[src/hdl/sbcd_consts.svh]
/*
  timing counts and status code values for the status bus command decoder.
  assumes a 100 MHz system clock; included by the package users.
*/
`ifndef SBCD_CONSTS_SVH
`define SBCD_CONSTS_SVH

// ----------------------------------------------------------------------------
// timing
// ----------------------------------------------------------------------------
`define SBCD_CLK_PERIOD_NS      10
`define SBCD_GRANT_DELAY_NS     100
`define SBCD_GRANT_DELAY_CYC    \
  ((`SBCD_GRANT_DELAY_NS + `SBCD_CLK_PERIOD_NS - 1) / `SBCD_CLK_PERIOD_NS)
`define SBCD_GRANT_CNT_W        4

// ----------------------------------------------------------------------------
// status codes (bit2, bit1, bit0)
// ----------------------------------------------------------------------------
`define SBCD_ST_IRQ_ACK         3'h0
`define SBCD_ST_IO_READ         3'h1
`define SBCD_ST_IO_WRITE        3'h2
`define SBCD_ST_HALT            3'h3
`define SBCD_ST_CODE_FETCH      3'h4
`define SBCD_ST_MEM_READ        3'h5
`define SBCD_ST_MEM_WRITE       3'h6
`define SBCD_ST_PASSIVE         3'h7

`endif

[src/hdl/sbcd_pkg.sv]
/*
  types shared by the status bus command decoder and its grant timer.
  assumes nothing beyond the constants header.
*/
package sbcd_pkg;

  // --------------------------------------------------------------------------
  // command strobes, all active low
  // --------------------------------------------------------------------------
  typedef struct packed {
    logic mem_read_strobe_n;
    logic mem_write_strobe_n;
    logic early_mem_write_strobe_n;
    logic io_read_strobe_n;
    logic io_write_strobe_n;
    logic early_io_write_strobe_n;
    logic irq_ack_strobe_n;
  } sbcd_cmd_t;

  // --------------------------------------------------------------------------
  // bus cycle phases
  // --------------------------------------------------------------------------
  typedef enum logic [3:0] {
    SBCD_IDLE  = 4'b0001,
    SBCD_ADDR  = 4'b0010,
    SBCD_CMD   = 4'b0100,
    SBCD_END   = 4'b1000
  } sbcd_state_t;

endpackage

[src/hdl/sbcd_top.sv]
/*
  status bus command decoder: turns the processor's three status lines into
  memory, i/o and interrupt acknowledge strobes plus latch and transceiver
  controls. assumes status, grant, qualifier and strap are synchronous to
  i_clk; tri-state pins are split into output and active-low output enable.
*/
// Overview of operation
// - codes 000 irq ack, 001 io read, 010 io write plus early; 011 none
// - codes 100 and 101 memory read; 110 memory write plus early; 111 none
// - command drivers enable only after grant low for minimum delay
// - grant release floats command drivers at once, without a clock edge
// - in io bus mode, io command lines ignore the bus grant
// - strap high selects io bus mode, low selects system bus mode
// - qualifier low forces commands, data enables inactive
// - early io write strobe asserts with read timing, before io write
// - early memory write strobe asserts with read timing, before write
// - address latch strobe is active high; latches close on its fall
// - data transceiver enable is active high while data connects
// - direction high for writes, low for reads
// - interrupt acknowledge strobe is active low
// - io read strobe is active low
// - io write strobe is active low
// - memory read strobe is active low
// - memory write strobe is active low
// - system bus mode: dual output is active-high cascade gate on irq ack
// - io bus mode: dual output is active-low peripheral data enable
// - idle status lines read high and decode as passive
// - outputs are timed from the processor clock, except the combinational grant, qualifier and strap gating
// - latch strobe pulses each cycle and captures status for halt
// - irq ack is two back-to-back cycles; vector read in second
`timescale 1ns/100ps
`include "sbcd_consts.svh"

module sbcd_top
(
  input  wire logic              i_clk,
  input  wire logic              i_sys_rst,
  input  wire logic              i_cpu_status_bit0_n,
  input  wire logic              i_cpu_status_bit1_n,
  input  wire logic              i_cpu_status_bit2_n,
  input  wire logic              i_bus_mode_strap,
  input  wire logic              i_bus_grant_n,
  input  wire logic              i_command_qualifier,
  output sbcd_pkg::sbcd_cmd_t    o_cmd,
  output sbcd_pkg::sbcd_cmd_t    o_cmd_oe_n,
  output logic                   o_addr_latch_strobe,
  output logic                   o_xcvr_enable,
  output logic                   o_xcvr_direction,
  output logic                   o_master_cascade_gate,
  output logic                   o_periph_xcvr_enable_n,
  output logic                   o_halted
);
  import sbcd_pkg::*;

  // --------------------------------------------------------------------------
  // decode helpers
  // --------------------------------------------------------------------------
  function automatic sbcd_cmd_t cmd_of(input logic [2:0] code);
    sbcd_cmd_t c;
    c = '1;
    case (code)
      `SBCD_ST_IRQ_ACK:    c.irq_ack_strobe_n = 1'b0;
      `SBCD_ST_IO_READ:    c.io_read_strobe_n = 1'b0;
      `SBCD_ST_IO_WRITE:   c.io_write_strobe_n = 1'b0;
      `SBCD_ST_CODE_FETCH: c.mem_read_strobe_n = 1'b0;
      `SBCD_ST_MEM_READ:   c.mem_read_strobe_n = 1'b0;
      `SBCD_ST_MEM_WRITE:  c.mem_write_strobe_n = 1'b0;
      default:             c = '1;
    endcase
    return c;
  endfunction

  function automatic logic is_io(input logic [2:0] code);
    return !code[2] && (code != `SBCD_ST_HALT);
  endfunction

  function automatic logic is_write(input logic [2:0] code);
    return (code == `SBCD_ST_IO_WRITE) || (code == `SBCD_ST_MEM_WRITE);
  endfunction

  function automatic logic has_command(input logic [2:0] code);
    return (code != `SBCD_ST_HALT) && (code != `SBCD_ST_PASSIVE);
  endfunction

  // --------------------------------------------------------------------------
  // state
  // --------------------------------------------------------------------------
  logic [2:0]  status;
  logic        io_mode;
  logic        grant_ready;
  sbcd_state_t state_q, state_d;
  logic [2:0]  code_q, code_d;
  logic        halted_q, halted_d;
  logic        ack_second_q, ack_second_d;
  logic        ale_q, ale_d;
  logic        early_q, early_d;
  logic        late_q, late_d;
  logic        den_q, den_d;
  logic        dir_q, dir_d;
  logic        mce_q, mce_d;
  logic        gate_sys, gate_io;
  sbcd_cmd_t   early_cmd, late_cmd, cmd_raw;

  // idle lines are pulled high by the pads, so all ones is passive
  assign status  = {i_cpu_status_bit2_n, i_cpu_status_bit1_n,
                    i_cpu_status_bit0_n};
  assign io_mode = i_bus_mode_strap;

  sbcd_grant_timer u_grant_timer
  (
    .i_clk         (i_clk),
    .i_sys_rst     (i_sys_rst),
    .i_bus_grant_n (i_bus_grant_n),
    .o_grant_ready (grant_ready)
  );

  // --------------------------------------------------------------------------
  // bus cycle sequencer
  // --------------------------------------------------------------------------
  always_comb
  begin
    state_d = state_q;
    code_d  = code_q;
    case (state_q)
      SBCD_IDLE:
      begin
        if (status != `SBCD_ST_PASSIVE)
        begin
          state_d = SBCD_ADDR;
          code_d  = status;
        end
      end
      SBCD_ADDR:
        state_d = SBCD_CMD;
      SBCD_CMD:
      begin
        // other codes while a command stands are ignored
        if (status == `SBCD_ST_PASSIVE)
          state_d = SBCD_END;
      end
      SBCD_END:
        state_d = SBCD_IDLE;
      default:
        state_d = SBCD_IDLE;
    endcase
  end

  always_ff @(posedge i_clk)
  begin
    if (i_sys_rst)
    begin
      state_q <= SBCD_IDLE;
      code_q  <= `SBCD_ST_PASSIVE;
    end
    else
    begin
      state_q <= state_d;
      code_q  <= code_d;
    end
  end

  // --------------------------------------------------------------------------
  // command phase registers
  // --------------------------------------------------------------------------
  always_comb
  begin
    ale_d   = 1'b0;
    early_d = early_q;
    late_d  = late_q;
    den_d   = den_q;
    dir_d   = dir_q;
    mce_d   = 1'b0;
    case (state_q)
      SBCD_IDLE:
      begin
        if (status != `SBCD_ST_PASSIVE)
        begin
          ale_d = 1'b1;
          dir_d = is_write(status);
          // cascade address goes out just before the second acknowledge
          mce_d = (status == `SBCD_ST_IRQ_ACK) && ack_second_q;
        end
      end
      SBCD_ADDR:
      begin
        // read-type timing: early strobes lead the normal write
        early_d = has_command(code_q);
        den_d   = has_command(code_q);
      end
      SBCD_CMD:
      begin
        late_d = has_command(code_q);
        if (status == `SBCD_ST_PASSIVE)
        begin
          early_d = 1'b0;
          late_d  = 1'b0;
          den_d   = 1'b0;
        end
      end
      SBCD_END:
        dir_d = 1'b0;
      default:
      begin
        early_d = 1'b0;
        late_d  = 1'b0;
        den_d   = 1'b0;
      end
    endcase
  end

  always_ff @(posedge i_clk)
  begin
    if (i_sys_rst)
    begin
      ale_q   <= 1'b0;
      early_q <= 1'b0;
      late_q  <= 1'b0;
      den_q   <= 1'b0;
      dir_q   <= 1'b0;
      mce_q   <= 1'b0;
    end
    else
    begin
      ale_q   <= ale_d;
      early_q <= early_d;
      late_q  <= late_d;
      den_q   <= den_d;
      dir_q   <= dir_d;
      mce_q   <= mce_d;
    end
  end

  // --------------------------------------------------------------------------
  // cycle history: halt latch and acknowledge pairing
  // --------------------------------------------------------------------------
  always_comb
  begin
    halted_d     = halted_q;
    ack_second_d = ack_second_q;
    // refreshed by every latch strobe, so a halt does not stick forever
    if (state_q == SBCD_IDLE && status != `SBCD_ST_PASSIVE)
      halted_d = (status == `SBCD_ST_HALT);
    // any other cycle breaks a pair, so a stray ack restarts the count
    if (state_q == SBCD_END)
    begin
      if (code_q == `SBCD_ST_IRQ_ACK)
        ack_second_d = !ack_second_q;
      else
        ack_second_d = 1'b0;
    end
  end

  always_ff @(posedge i_clk)
  begin
    if (i_sys_rst)
    begin
      halted_q     <= 1'b0;
      ack_second_q <= 1'b0;
    end
    else
    begin
      halted_q     <= halted_d;
      ack_second_q <= ack_second_d;
    end
  end

  // --------------------------------------------------------------------------
  // strobe shaping and qualification
  // --------------------------------------------------------------------------
  always_comb
  begin
    early_cmd = '1;
    late_cmd  = '1;
    if (early_q)
    begin
      early_cmd = cmd_of(code_q);
      // normal writes wait one cycle; early ones take read timing
      early_cmd.io_write_strobe_n  = 1'b1;
      early_cmd.mem_write_strobe_n = 1'b1;
      early_cmd.early_io_write_strobe_n =
        !(code_q == `SBCD_ST_IO_WRITE);
      early_cmd.early_mem_write_strobe_n =
        !(code_q == `SBCD_ST_MEM_WRITE);
    end
    if (late_q)
      late_cmd = cmd_of(code_q);
    cmd_raw = early_cmd & late_cmd;
    if (!i_command_qualifier)
      cmd_raw = '1;
  end

  // drivers: grant gating is combinational so release floats at once
  assign gate_sys = grant_ready;
  assign gate_io  = io_mode ? 1'b1 : grant_ready;

  assign o_cmd = cmd_raw;
  always_comb
  begin
    o_cmd_oe_n = '1;
    o_cmd_oe_n.mem_read_strobe_n        = !gate_sys;
    o_cmd_oe_n.mem_write_strobe_n       = !gate_sys;
    o_cmd_oe_n.early_mem_write_strobe_n = !gate_sys;
    o_cmd_oe_n.io_read_strobe_n         = !gate_io;
    o_cmd_oe_n.io_write_strobe_n        = !gate_io;
    o_cmd_oe_n.early_io_write_strobe_n  = !gate_io;
    o_cmd_oe_n.irq_ack_strobe_n         = !gate_io;
  end

  // --------------------------------------------------------------------------
  // control outputs
  // --------------------------------------------------------------------------
  assign o_addr_latch_strobe = ale_q;
  assign o_xcvr_direction    = dir_q;
  assign o_halted            = halted_q;
  // in io mode the i/o transfers use the peripheral enable instead
  assign o_xcvr_enable = den_q && i_command_qualifier &&
                         !(io_mode && is_io(code_q));
  assign o_periph_xcvr_enable_n = !(io_mode && den_q &&
                         i_command_qualifier && is_io(code_q));
  assign o_master_cascade_gate  = !io_mode && mce_q;

endmodule

[src/hdl/sbcd_grant_timer.sv]
/*
  grant timer: reports grant ready once the active-low bus grant has been
  low for the minimum enable delay. assumes a synchronous grant input.
*/
`timescale 1ns/100ps
`include "sbcd_consts.svh"

module sbcd_grant_timer
(
  input  wire logic i_clk,
  input  wire logic i_sys_rst,
  input  wire logic i_bus_grant_n,
  output logic      o_grant_ready
);
  import sbcd_pkg::*;

  localparam logic [`SBCD_GRANT_CNT_W-1:0] DELAY_CYC =
    (`SBCD_GRANT_CNT_W)'(`SBCD_GRANT_DELAY_CYC);

  logic [`SBCD_GRANT_CNT_W-1:0] cnt_q;
  logic [`SBCD_GRANT_CNT_W-1:0] cnt_d;

  // --------------------------------------------------------------------------
  // count while granted; release clears the count at the next clock edge
  // --------------------------------------------------------------------------
  always_comb
  begin
    cnt_d = cnt_q;
    if (i_bus_grant_n)
      cnt_d = '0;
    else if (cnt_q != DELAY_CYC)
      cnt_d = cnt_q + 1'b1;
  end

  always_ff @(posedge i_clk)
  begin
    if (i_sys_rst)
      cnt_q <= '0;
    else
      cnt_q <= cnt_d;
  end

  // combinational drop on release, no clock edge needed
  assign o_grant_ready = !i_bus_grant_n && (cnt_q == DELAY_CYC);

endmodule

[config.mk]
export PLATFORM = sky130hd
export DESIGN_NAME = sbcd_top
export DESIGN_NICKNAME = d
export VERILOG_FILES = /design/src/hdl/sbcd_pkg.sv /design/src/hdl/sbcd_top.sv /design/src/hdl/sbcd_grant_timer.sv
export VERILOG_INCLUDE_DIRS = /design/src /design/src/hdl
export SDC_FILE = /design/constraint.sdc
export NUM_CORES = 1
export LEC_CHECK = 0
export BUFFER_PORTS_ARGS = -buffer_cell sky130_fd_sc_hd__buf_4
export CAP_MARGIN = 20
export CORE_MARGIN = 2
export CORE_UTILIZATION = 45
export CTS_CLUSTER_SIZE = 20
export DETAILED_ROUTE_END_ITERATION = 8
export GPL_ROUTABILITY_DRIVEN = 1
export PLACE_DENSITY_LB_ADDON = 0.15
export SETUP_SLACK_MARGIN = 0.1
export SLEW_MARGIN = 40
export SYNTH_ARGS = -nofsm -noshare
export SYNTH_HDL_FRONTEND = slang
export SYNTH_SLANG_ARGS = --single-unit
[constraint.sdc]
create_clock -name i_clk -period 1.4 [get_ports i_clk]
set_clock_uncertainty 0.1 [all_clocks]
set_input_delay 0.14 -clock i_clk [delete_from_list [all_inputs] [get_ports i_clk]]
set_output_delay 0.14 -clock i_clk [all_outputs]
set_load 0.05 [all_outputs]
### Yosys cells after proc, flatten, opt, wreduce, memory -nomap -nowiden

Index checks and enable logic that the tools add are counted.
W data, S select, Z words.

| operators by class | value |
|---|---|
| equal/unequal tests | 20 |
| muxes and demuxes | 20 |
| reduce and logical (&&, ||, !) cells | 36 |
| bitwise operators | 4 |
| add/sub/neg operators | 1 |

Operators by type and width:

| operator | number |
|---|---|
| $mux W7 | 3 |
| $eq A3 B3 Y1 const B | 5 |
| $logic_and A1 B1 Y1 | 12 |
| $pmux W4 S3 | 1 |
| $mux W1 | 11 |
| $logic_not A1 Y1 | 10 |
| $eq A3 B2 Y1 const B | 3 |
| $eq A4 B4 Y1 const B | 2 |
| $mux W4 | 2 |
| $reduce_and A2 Y1 | 4 |
| $reduce_or A2 Y1 | 4 |
| $and A7 B7 Y7 | 1 |
| $logic_not A3 Y1 | 2 |
| $ne A3 B3 Y1 const B | 2 |
| $reduce_or A3 Y1 | 2 |
| $add A4 B1 Y4 const B | 1 |
| $eq A4 B1 Y1 const B | 1 |
| $eq A4 B2 Y1 const B | 1 |
| $eq A4 B3 Y1 const B | 1 |
| $ne A2 B2 Y1 const B | 2 |
| $ne A4 B4 Y1 const B | 1 |
| $pmux W1 S2 | 2 |
| $eq A3 B1 Y1 const B | 1 |
| $ne A3 B2 Y1 const B | 1 |
| 4 further kinds | 6 |

| storage, ports and cells | value |
|---|---|
| output and inout bits | 20 |
| register bits | 18 |

### Longest topological paths before layout

Gate-level depths: netlist of the first run.

| depth | value |
|---|---|
| word-level depth | 6 |
| gate-level depth with buffers | 6 |

### Cells and area by module

A second synthesis of the first run with hierarchy kept.

| unflattened totals | value |
|---|---|
| cells, all modules | 117 |
| area, all modules | 977.2 µm² |

By module, submodules not included:

| module | cells an instance | area each (µm²) | instances |
|---|---|---|---|
| sbcd_top | 97 | 772.0 | 1 |
| sbcd_grant_timer | 20 | 205.2 | 1 |

### Worst setup path after synthesis of the first run

Ideal clock, no wire load.

| timing | value |
|---|---|
| path kind | register to output |
| start point | reg u_grant_timer.cnt_q[0] |
| end point | out o_cmd_oe_n[1] (netlist bit) |
| arrival time | 2.274 ns |
| setup slack | -1.114 ns |
| data required time | 1.160 ns |
| cell stages (with the launch flop) | 7 |
| path buffers | 1 |
| path through | dfxtp_1 > inv_1 > ha_1 > nand3b_1 > or2_2 > nor2b_1 > buf_4 |

RTL lines:

| what | line | text |
|---|---|---|
| start: declaration | sbcd_grant_timer.sv:20 | `` logic [`SBCD_GRANT_CNT_W-1:0] cnt_q; `` |
| start signal: assignment | sbcd_grant_timer.sv:40 | `cnt_q <= cnt_d;` |
| end: declaration | sbcd_top.sv:45 | `output sbcd_pkg::sbcd_cmd_t o_cmd_oe_n,` |

==> impl_metrics.py, run 1 <==
metrics = {
    "run_status": {
        "status": "complete, but fails checks",
        "violations": "setup timing",
    },
    "sta": {
        "tns_ns": -2.578,
        "fmax_ghz": 0.5832,
        "finalCriticalPeriod_ns": 1.715,
        "layout_setup_ws_ns": -0.3148,
        "rsz0062_at_grt": "true",
        "setup_viol": 16,
        "holdWs_ns": 0.01006,
        "final-max-slew-violation-count": 0,
        "min_period_over_period": 1.225,
        "slew_headroom": 0.7863,
        "worst_pin_slew_ns": 0.3193,
        "hold_viol": 0,
    },
    "pwr": {
        "powerDensity_mw_per_mm2": 867.5,
        "leakagePower_nw": 0.6896,
        "vdd_drop_max_mv": 0.9197,
        "total_power_mw": 1.433,
    },
    "critical_path": {
        "reg2reg_slack_ns": 0.02,
        "r2r-end": "ack_second_q",
        "required_ns": 1.16,
        "endpoint_kind": "output pin",
        "critPathMaxStageDelay_ns": 0.35,
        "path_class": "flip-flop to output pin",
        "cp.arrival_ns": 1.47,
        "critPathTopFamily": "simple AND/OR/NAND/NOR gates",
        "crit_buf_inv": 2,
        "crit_path_start_kind": "flip-flop",
        "r2r_cells": 4,
        "crit_fanout": 4,
        "cp_cell_sequence": "inv_2, ha_2, nand3b_1, or2_4, nor2b_4, buf_6",
        "slowest_stage": "dfxtp_2",
        "r2r-start": "state_q[2]",
    },
    "floorplanning": {
        "die_area_sq_mm": 0.002503,
        "die_y_um": 50.03,
        "start_util": 0.4811,
        "die_w_um": 50.03,
        "ioPinCount": 28,
        "rows": 16,
        "core_sq_mm": 0.001982,
    },
    "logic_synthesis": {
        "seq_area_frac_synth": 0.3780,
        "yosysWarnings": 0,
        "netlist.area_leader.share": 0.3780,
        "syn_nets": 123,
        "synth.most_common_cell": "dfxtp_1",
        "async_reset_ff_frac": 0,
        "synth.largest_area_cell": "dfxtp_1",
        "synth_commonest_cells": "dfxtp_1 (18), nor2_1 (13), nand2_1 (10), nor2b_1 (7)",
        "yosysUniqueCellTypes": 38,
        "synth_flop_cell": "dfxtp_1",
        "syn_avg_cell_area_sq_um": 8.437,
        "ys_top_cells_by_area": "dfxtp_1 (38%), nor2_1 (5.1%), nor2b_1 (4.6%), buf_4 (3.9%), nand2_1 (3.9%)",
        "synth_edf_count": 0,
        "synth_area_sq_um": 953.4,
        "synth_seq_cells": 18,
        "syn_inst": 113,
    },
    "min_path": {
        "whs_path_depth": 3,
        "worstHoldPathType": "input pin to flip-flop",
        "worstHoldEndpoint": "code_q[2]",
        "min_from": "i_cpu_status_bit2_n",
    },
    "cts": {
        "path_clk_slew_ns": 0.10,
        "cts_max_path_buffers": 2,
        "cts_tree": "done",
        "numCtsBuffers": 3,
        "root_buffer": "clkbuf_4",
        "insertion_delay_ns": 0.31,
        "cts.sinks": 18,
        "cts-htree-levels": 1,
    },
    "placement": {
        "portBuffers": 27,
        "place_area_sq_mm": 0.001264,
        "dp.cells": 170,
        "dpl.hpwl_mm": 1.688,
        "place_ws_ns": -0.01026,
        "gp_congestion": 0.7709,
    },
    "final_layout": {
        "design_area_sq_mm": 0.001652,
        "fin_nets": 175,
        "drive_gt1_frac": 0.5671,
        "layout.cells.non_filler": 191,
        "post-route-util": 0.8333,
        "diodes": 0,
        "area_growth_pct": 73.23,
    },
    "routing": {
        "wl_per_cell_um": 15.02,
        "vias": 1066,
        "drt-pass1-iter-count": 4,
        "ant_nets": 0,
        "avgViaCountPerCell": 5.581,
        "routed_wl_mm": 2.869,
        "drc": 0,
        "drt_iter0_drc": 25,
    },
    "global_route": {
        "grt_antenna_before_repair": 0,
        "grt_pass1_wl_mm": 4.167,
        "grt_overflow": 0,
        "groute.usage.overall": 0.2189,
        "first_global_vias": 950,
        "grt_max_degree": 17,
    },
    "flow_run": {
        "drv_cap": 0,
    },
}
[power by group]
group	total (mW)	internal (mW)	leakage, nW	switching [mW]
clock	0.334	0.159	0.0210	0.175
combinational	0.512	0.248	0.518	0.264
sequential	0.587	0.552	0.150	0.0353
total	1.43	0.959	0.690	0.474
[sequential cells by signal, summed over array words and instances (netlist names)]
name                 flops
ack_second_q             1
o_addr_latch_strobe      1
state_q                  4
o_halted                 1
o_xcvr_direction         1
code_q                   3
late_q                   1
u_grant_timer.cnt_q      4
den_q                    1
mce_q                    1
[tightest hold or removal path, delay by kind of cell]
kind	cells	cell delay, ns
simple gates	1	0.04
compound gates	1	0.10
buf+inv	1	0.11
[per-layer routing]
metal / wire length (um) / track usage
met4: 46 / 0.1065
met5: 0 / 0
met3: 135 / 0.03030
met1: 1167 / 0.2575
met2: 1519 / 0.3838
[repair_timing]
action | in CTS | in global routing
hold buffers | 2 | 1
setup buffers | 10 | 5
endpoints found under the setup margin | 25 | 27
hold endpoints to repair | 5 | 4
pin swaps | 17 | 6
gates resized for setup | 46 | 13
[logic make-up (layout without fill, tap and decap cells)]
group	Yosys count	in the layout	share of synthesized area
muxes	1	1	0.01050
DFF	18	18	0.3780
buffers and inverters	12	63	0.07612
adders and majority gates	2	2	0.02624
and+or+nand+nor	59	59	0.3465
AOI/OAI and AO/OA	17	17	0.1260
xor gates and xnor gates	4	4	0.03675
[worst max path at each step]
| stage | startpoint | to | slack, ns | cells past startpoint |
|---|---|---|---|---|
| detailed placement | u_grant_timer.cnt_q[0] | o_cmd_oe_n[3] | -0.01 | 6 |
| CTS | u_grant_timer.cnt_q[0] | o_cmd_oe_n[3] | -0.30 | 6 |
| finish | u_grant_timer.cnt_q[0] | o_cmd_oe_n[2] | -0.31 | 6 |
| floorplan | u_grant_timer.cnt_q[0] | o_cmd_oe_n[1] | -0.42 | 6 |
| global placement | u_grant_timer.cnt_q[0] | o_cmd_oe_n[0] | 0.01 | 6 |
| global route | u_grant_timer.cnt_q[0] | o_cmd_oe_n[2] | -0.40 | 6 |
[final cells by class]
class                   instances  area [sq um]
repair buffers                 57         525.5
fillers                       114         330.3
well taps                      27         33.78
multi-input cells              83         663.1
clock buffers                   4         36.28
flip-flops and latches         18         385.4
inverters                       2         7.507
[placed cells by master (no fill, tap or decap), drive strengths merged, types with 2 or more instances in the layout]
cell type / instances
o21ai: 3
nand2: 11
dlygate4sd3: 3
nand3: 5
dfxtp: 18
buf: 54
nor3: 5
and3: 2
nand4: 5
clkbuf: 4
inv: 2
nand3b: 3
xor2: 3
a21oi: 4
nor2: 13
a211o: 2
ha: 2
nor2b: 7
nor4b: 3
No activity file was read; power rests on OpenSTA's default activity.
==> run 2, diff against run 1 <==
--- a/config.mk
+++ b/config.mk
@@ -6,15 +6,16 @@
 export SDC_FILE = /design/constraint.sdc
 export NUM_CORES = 1
 export LEC_CHECK = 0
+export ABC_AREA = 1
 export BUFFER_PORTS_ARGS = -buffer_cell sky130_fd_sc_hd__buf_4
 export CAP_MARGIN = 20
-export CORE_MARGIN = 2
-export CORE_UTILIZATION = 45
+export CORE_UTILIZATION = 44
 export CTS_CLUSTER_SIZE = 20
 export DETAILED_ROUTE_END_ITERATION = 8
 export GPL_ROUTABILITY_DRIVEN = 1
 export PLACE_DENSITY_LB_ADDON = 0.15
 export SETUP_SLACK_MARGIN = 0.1
+export SKIP_CTS_REPAIR_TIMING = 1
 export SLEW_MARGIN = 40
 export SYNTH_ARGS = -nofsm -noshare
 export SYNTH_HDL_FRONTEND = slang
==> run 2 against run 1 <==
The run still ends with setup timing left. Combinational power up 1%. Final cell count down 0.52%. Fmax up 6.8%. Flip-flop and latch count unchanged. Clock power down 22%. Total power down 0.45%. Synthesized area down 2.5%. Sequential power up 10%. Non-clock buffer count down 23. Largest cell class unchanged.
==> impl_metrics.py, run 2 <==
metrics = {
    "run_status": {
        "status": "complete, but fails checks",
        "violations": "setup timing",
    },
    "cts": {
        "cts-htree-levels": 1,
        "path_clk_slew_ns": 0.10,
        "root_buffer": "clkbuf_4",
        "insertion_delay_ns": 0.29,
        "cts_tree": "done",
        "cts.sinks": 18,
        "numCtsBuffers": 3,
        "cts_max_path_buffers": 2,
    },
    "pwr": {
        "vdd_drop_max_mv": 0.7809,
        "seqPwrFrac": 0.455,
        "powerDensity_mw_per_mm2": 1003,
        "switching_share": 0.3969,
        "combinationalPowerShare": 0.363,
        "intPower_uw": 860.1,
        "total_power_mw": 1.426,
        "leakagePower_nw": 0.6352,
        "switching_power_uw": 566.1,
        "clkPwrFrac": 0.183,
    },
    "logic_synthesis": {
        "yosysUniqueCellTypes": 23,
        "yosysWarnings": 0,
        "async_reset_ff_frac": 0,
        "netlist.area_leader.share": 0.3876,
        "syn_inst": 132,
        "synth_commonest_cells": "nand2_1 (27), dfxtp_1 (18), nor2_1 (18), inv_1 (16), nand3_1 (12)",
        "synth_flop_cell": "dfxtp_1",
        "synth.most_common_cell": "nand2_1",
        "synth.largest_area_cell": "dfxtp_1",
        "ys_top_cells_by_area": "dfxtp_1 (39%), nand2_1 (11%), nor2_1 (7.3%), nand3_1 (6.5%), inv_1 (6.5%)",
        "synth_edf_count": 0,
        "syn_avg_cell_area_sq_um": 7.043,
        "seq_area_frac_synth": 0.3876,
        "synth_area_sq_um": 929.6,
        "synth_seq_cells": 18,
        "syn_nets": 142,
    },
    "sta": {
        "worst_pin_slew_ns": 0.3102,
        "min_period_over_period": 1.147,
        "slew_headroom": 0.7926,
        "final-max-slew-violation-count": 0,
        "layout_setup_ws_ns": -0.2056,
        "finalCriticalPeriod_ns": 1.606,
        "fmax_ghz": 0.6228,
        "hold_viol": 0,
        "setup_viol": 10,
        "rsz0062_at_grt": "true",
    },
    "placement": {
        "portBuffers": 27,
        "place_area_sq_mm": 0.001167,
        "gp_congestion": 0.7425,
        "dpl.hpwl_mm": 1.545,
        "place_ws_ns": 0.04967,
    },
    "final_layout": {
        "design_area_sq_mm": 0.001423,
        "area_growth_pct": 53.03,
        "fin_nets": 175,
        "top_regs": "state_q (4), u_grant_timer.cnt_q (4), code_q (3)",
        "post-route-util": 0.7178,
        "final_common_cell": "nand2_1",
        "final_cell_mix": "nand2_1 (21), nor2_1 (16), buf_6 (16)",
        "drive_gt1_frac": 0.4479,
        "diodes": 0,
    },
    "floorplanning": {
        "die_y_um": 47.97,
        "core_sq_mm": 0.001982,
        "ioPinCount": 28,
        "die_area_sq_mm": 0.002301,
        "rows": 16,
        "start_util": 0.4691,
        "die_w_um": 47.97,
    },
    "global_route": {
        "grt_antenna_before_repair": 0,
        "grt_overflow": 0,
        "grt_pass1_wl_mm": 2.987,
        "gr-usage-met3": 0.04528,
        "grtUsageMet2": 0.3216,
        "grt_max_degree": 11,
        "first_global_vias": 727,
        "groute.usage.overall": 0.1866,
        "use_met1": 0.2240,
        "grt_most_used_layer": "met2",
    },
    "flow_run": {
        "drv_cap": 0,
    },
    "critical_path": {
        "path_class": "flip-flop to output pin",
        "crit_fanout": 4,
        "required_ns": 1.16,
        "crit_path_start_kind": "flip-flop",
        "cp.arrival_ns": 1.37,
        "endpoint_kind": "output pin",
    },
    "routing": {
        "drt_iter0_drc": 45,
        "avgViaCountPerCell": 5.305,
        "drc": 0,
        "routed_wl_mm": 2.532,
        "drt-pass1-iter-count": 4,
        "vias": 1008,
        "ant_nets": 0,
        "wl_per_cell_um": 13.33,
    },
    "min_path": {
        "worstHoldPathType": "input pin to flip-flop",
    },
}
-- run 2: cell types whose count changed in the layout (fill, tap and decap cells not counted), moves of 4 or more --
| cell | previous run | this run |
|---|---|---|
| nor3_1 | 4 | 0 |
| inv_1 | 1 | 11 |
| buf_4 | 33 | 15 |
| nor2b_1 | 4 | 0 |
| nand3_1 | 3 | 10 |
| nand2_1 | 8 | 21 |
| nor2_1 | 10 | 16 |
-- run 2: path summary, 6_finish.rpt --
check	startpoint	to	slack, ns	depth (start not counted)
worst min register to register	o_halted	o_halted	0.37	2
worst max-delay path	u_grant_timer.cnt_q[0]	o_cmd_oe_n[0]	-0.21	6
worst min-delay path	i_cpu_status_bit1_n	code_q[1]	0.005	3
worst max register to register	u_grant_timer.cnt_q[0]	u_grant_timer.cnt_q[1]	0.09	8
-- run 2: worst max-delay path, cell delays in order, from the launching register on --
cell     delay, ns
dfxtp_2       0.36
inv_2         0.05
ha_4          0.15
nand2_4       0.06
nor2_4        0.05
a21oi_4       0.20
buf_6         0.19
-- run 2: cell families (layout without fill, tap and decap cells) --
group / after synthesis / in the layout / share of synthesized area
DFF: 18 / 18 / 0.3876
AOI/OAI and AO/OA: 15 / 15 / 0.09555
adders and majority gates: 2 / 2 / 0.02691
buffers and inverters: 23 / 54 / 0.1144
and+or+nand+nor: 73 / 73 / 0.3661
xor gates and xnor gates: 1 / 1 / 0.009423
-- run 2: metal layers --
layer	part of all wire	routed length, um
met5	0	0
met4	0.019	49
met3	0.069	175
met2	0.56	1413
met1	0.35	893
-- run 2: area by class of cell --
cell class / instances / area, sq um
sequential: 18 / 379.1
multi-input combinational: 91 / 590.6
inverter: 17 / 68.82
timing repair buffer: 34 / 327.8
tap: 27 / 33.78
clock buffer: 3 / 22.52
fill: 151 / 559.3
-- run 2: stage by stage --
step / hold WS (ns) / cells / TNS [ns]
after floorplan: 0.1162 / 132 / -0.4982
after global placement: 0.2229 / 180 / 0
after detailed placement: 0.2265 / 180 / 0
after CTS: -0.09449 / 183 / -2.717
after global routing: 0.02787 / 190 / -2.115
final: 0.004608 / 190 / -1.447
-- run 2: power groups by stage --
stage                     logic, mW  clock network (mW)  registers [mW]
after floorplan               0.282                   0           0.645
final                         0.518               0.260           0.648
after global placement        0.400                   0           0.617
after detailed placement      0.407                   0           0.618
after global routing          0.560               0.284           0.656
after CTS                     0.407               0.264           0.607
==> run 3, diff against run 2 <==
--- a/config.mk
+++ b/config.mk
@@ -9,7 +9,7 @@
 export ABC_AREA = 1
 export BUFFER_PORTS_ARGS = -buffer_cell sky130_fd_sc_hd__buf_4
 export CAP_MARGIN = 20
-export CORE_UTILIZATION = 44
+export CORE_UTILIZATION = 45
 export CTS_CLUSTER_SIZE = 20
 export DETAILED_ROUTE_END_ITERATION = 8
 export GPL_ROUTABILITY_DRIVEN = 1
@@ -19,4 +19,5 @@
 export SLEW_MARGIN = 40
 export SYNTH_ARGS = -nofsm -noshare
 export SYNTH_HDL_FRONTEND = slang
+export SYNTH_HIERARCHICAL = 1
 export SYNTH_SLANG_ARGS = --single-unit
==> run 3 against run 2 <==
The run still ends with setup timing left. Count of clock-buffer cells in the layout is 1 higher. Core utilization grew 3.5 points. First-iteration DRC count shrank 38%. Setup slack better by 0.040 ns. Synthesized cell count is 5.3% higher. Largest power group unchanged.
==> impl_metrics.py, run 3 <==
metrics = {
    "critical_path": {
        "crit_start": "u_grant_timer/cnt_q[0]",
        "r2r-start": "state_q[1]",
        "cp.arrival_ns": 1.33,
        "crit_path_start_kind": "flip-flop",
        "path_class": "flip-flop to output pin",
        "required_ns": 1.16,
        "endpoint_kind": "output pin",
        "crit_fanout": 4,
    },
    "run_status": {
        "violations": "setup timing",
        "status": "complete, but fails checks",
    },
    "sta": {
        "slew_headroom": 0.7981,
        "finalCriticalPeriod_ns": 1.566,
        "min_period_over_period": 1.118,
        "final-max-slew-violation-count": 0,
        "worst_pin_slew_ns": 0.3019,
        "rsz0062_at_grt": "true",
        "setup_viol": 13,
        "tns_ns": -1.333,
        "hold_viol": 0,
        "layout_setup_ws_ns": -0.1658,
        "fmax_ghz": 0.6386,
    },
    "logic_synthesis": {
        "seq_area_frac_synth": 0.3692,
        "ys_top_cells_by_area": "dfxtp_1 (37%), nand2_1 (10%), nor2_1 (9.2%), inv_1 (6.9%), nand3_1 (6.2%)",
        "yosysUniqueCellTypes": 26,
        "synth_edf_count": 0,
        "async_reset_ff_frac": 0,
        "netlist.area_leader.share": 0.3692,
        "synth_commonest_cells": "nand2_1 (27), nor2_1 (24), dfxtp_1 (18), inv_1 (18), nand3_1 (12)",
        "synth_seq_cells": 18,
        "synth.largest_area_cell": "dfxtp_1",
        "synth_flop_cell": "dfxtp_1",
        "yosysWarnings": 6,
        "synth.most_common_cell": "nand2_1",
        "syn_avg_cell_area_sq_um": 7.021,
        "syn_inst": 139,
        "syn_nets": 149,
        "synth_area_sq_um": 975.9,
    },
    "routing": {
        "drc": 0,
        "avgViaCountPerCell": 5.215,
        "wl_per_cell_um": 13.41,
        "drt-pass1-iter-count": 4,
        "ant_nets": 0,
        "routed_wl_mm": 2.681,
        "drt_iter0_drc": 28,
        "vias": 1043,
    },
    "global_route": {
        "grt_max_degree": 12,
        "groute.usage.overall": 0.1841,
        "grt_pass1_wl_mm": 3.401,
        "grt_overflow": 0,
        "first_global_vias": 800,
        "grt_antenna_before_repair": 0,
    },
    "placement": {
        "dpl.hpwl_mm": 1.598,
        "portBuffers": 27,
        "dp.cells": 186,
        "place_area_sq_mm": 0.001210,
        "gp_congestion": 1.000,
        "place_ws_ns": 0.1348,
    },
    "cts": {
        "cts_max_path_buffers": 2,
        "cts.sinks": 18,
        "insertion_delay_ns": 0.29,
        "cts-htree-levels": 1,
        "path_clk_slew_ns": 0.10,
        "root_buffer": "clkbuf_4",
        "cts_tree": "done",
        "numCtsBuffers": 3,
    },
    "final_layout": {
        "n_fill_cell": 137,
        "top_regs": "state_q (4), u_grant_timer/cnt_q (4), code_q (3)",
        "drive_gt1_frac": 0.4624,
        "post-route-util": 0.7525,
        "layout.cells.non_filler": 200,
        "final_common_cell": "nand2_1",
        "final_cell_mix": "nand2_1 (25), nor2_1 (20), buf_6 (17)",
        "fin_nets": 184,
        "area_growth_pct": 54.36,
        "design_area_sq_mm": 0.001506,
        "diodes": 0,
    },
    "floorplanning": {
        "ioPinCount": 28,
        "die_w_um": 48.57,
        "die_y_um": 48.57,
        "core_sq_mm": 0.002002,
        "start_util": 0.4875,
        "die_area_sq_mm": 0.002359,
        "rows": 16,
    },
    "pwr": {
        "leakagePower_nw": 0.6692,
        "vdd_drop_max_mv": 1.025,
        "powerDensity_mw_per_mm2": 1015,
    },
    "min_path": {
        "min_from": "i_cpu_status_bit0_n",
        "worstHoldPathType": "input pin to flip-flop",
    },
    "flow_run": {
        "drv_cap": 0,
    },
}
-- run 3: worst paths after layout --
| kind | end | cells after the start | slack (ns) |
|---|---|---|---|
| max | o_cmd_oe_n[0] | 6 | -0.17 |
| min | o_halted | 3 | 0.05 |
| max reg2reg | late_q | 6 | 0.15 |
| min reg2reg | o_halted | 2 | 0.38 |
-- run 3: stage by stage --
| step | hold WS [ns] | total power [mW] |
|---|---|---|
| after global placement | 0.2479 | 1.017 |
| after CTS | -0.06926 | 1.347 |
| after global routing | 0.04490 | 1.615 |
| after floorplan | 0.1097 | 0.9464 |
| after detailed placement | 0.2493 | 1.026 |
| final | 0.04839 | 1.529 |
-- run 3: critical path: stages, from the launching register on --
cell	delay (ns)
dfxtp_2	0.36
inv_2	0.05
ha_4	0.16
nand3_4	0.07
nor2_4	0.06
nor2_4	0.16
buf_6	0.18
-- run 3: area by class of cell --
class                      instances  area, sq um  share of cell area
multi-input combinational         96        630.6              0.4186
sequential                        18        382.9              0.2542
timing repair buffer              36        346.6              0.2301
tap                               27        33.78             0.02243
inverter                          19        76.32             0.05066
clock buffer                       4        36.28             0.02409
-- run 3: where the power goes --
| part | total (mW) | internal (mW) | switching (mW) |
|---|---|---|---|
| registers | 0.650 | 0.571 | 0.0785 |
| clock network | 0.317 | 0.159 | 0.159 |
| logic | 0.561 | 0.213 | 0.348 |
-- run 3: logic make-up after synthesis --
kind of cell	Yosys count	share of synthesized area
flip-flops	18	0.3692
buffers and inverters	26	0.1282
adder cells (fa/ha/maj)	2	0.02564
AND/OR/NAND/NOR	82	0.3898
AO/OA/AOI/OAI	11	0.08719
-- run 3: layer usage --
metal  global-route usage  routed length [um]  up-vias  share of wire
met5                    0                   0        -              0
met3              0.06289                 164        6          0.061
li1                     -                   -      513              -
met4              0.04412                  55        0          0.021
met1               0.2388                1152      480           0.43
met2               0.2934                1307       44           0.49
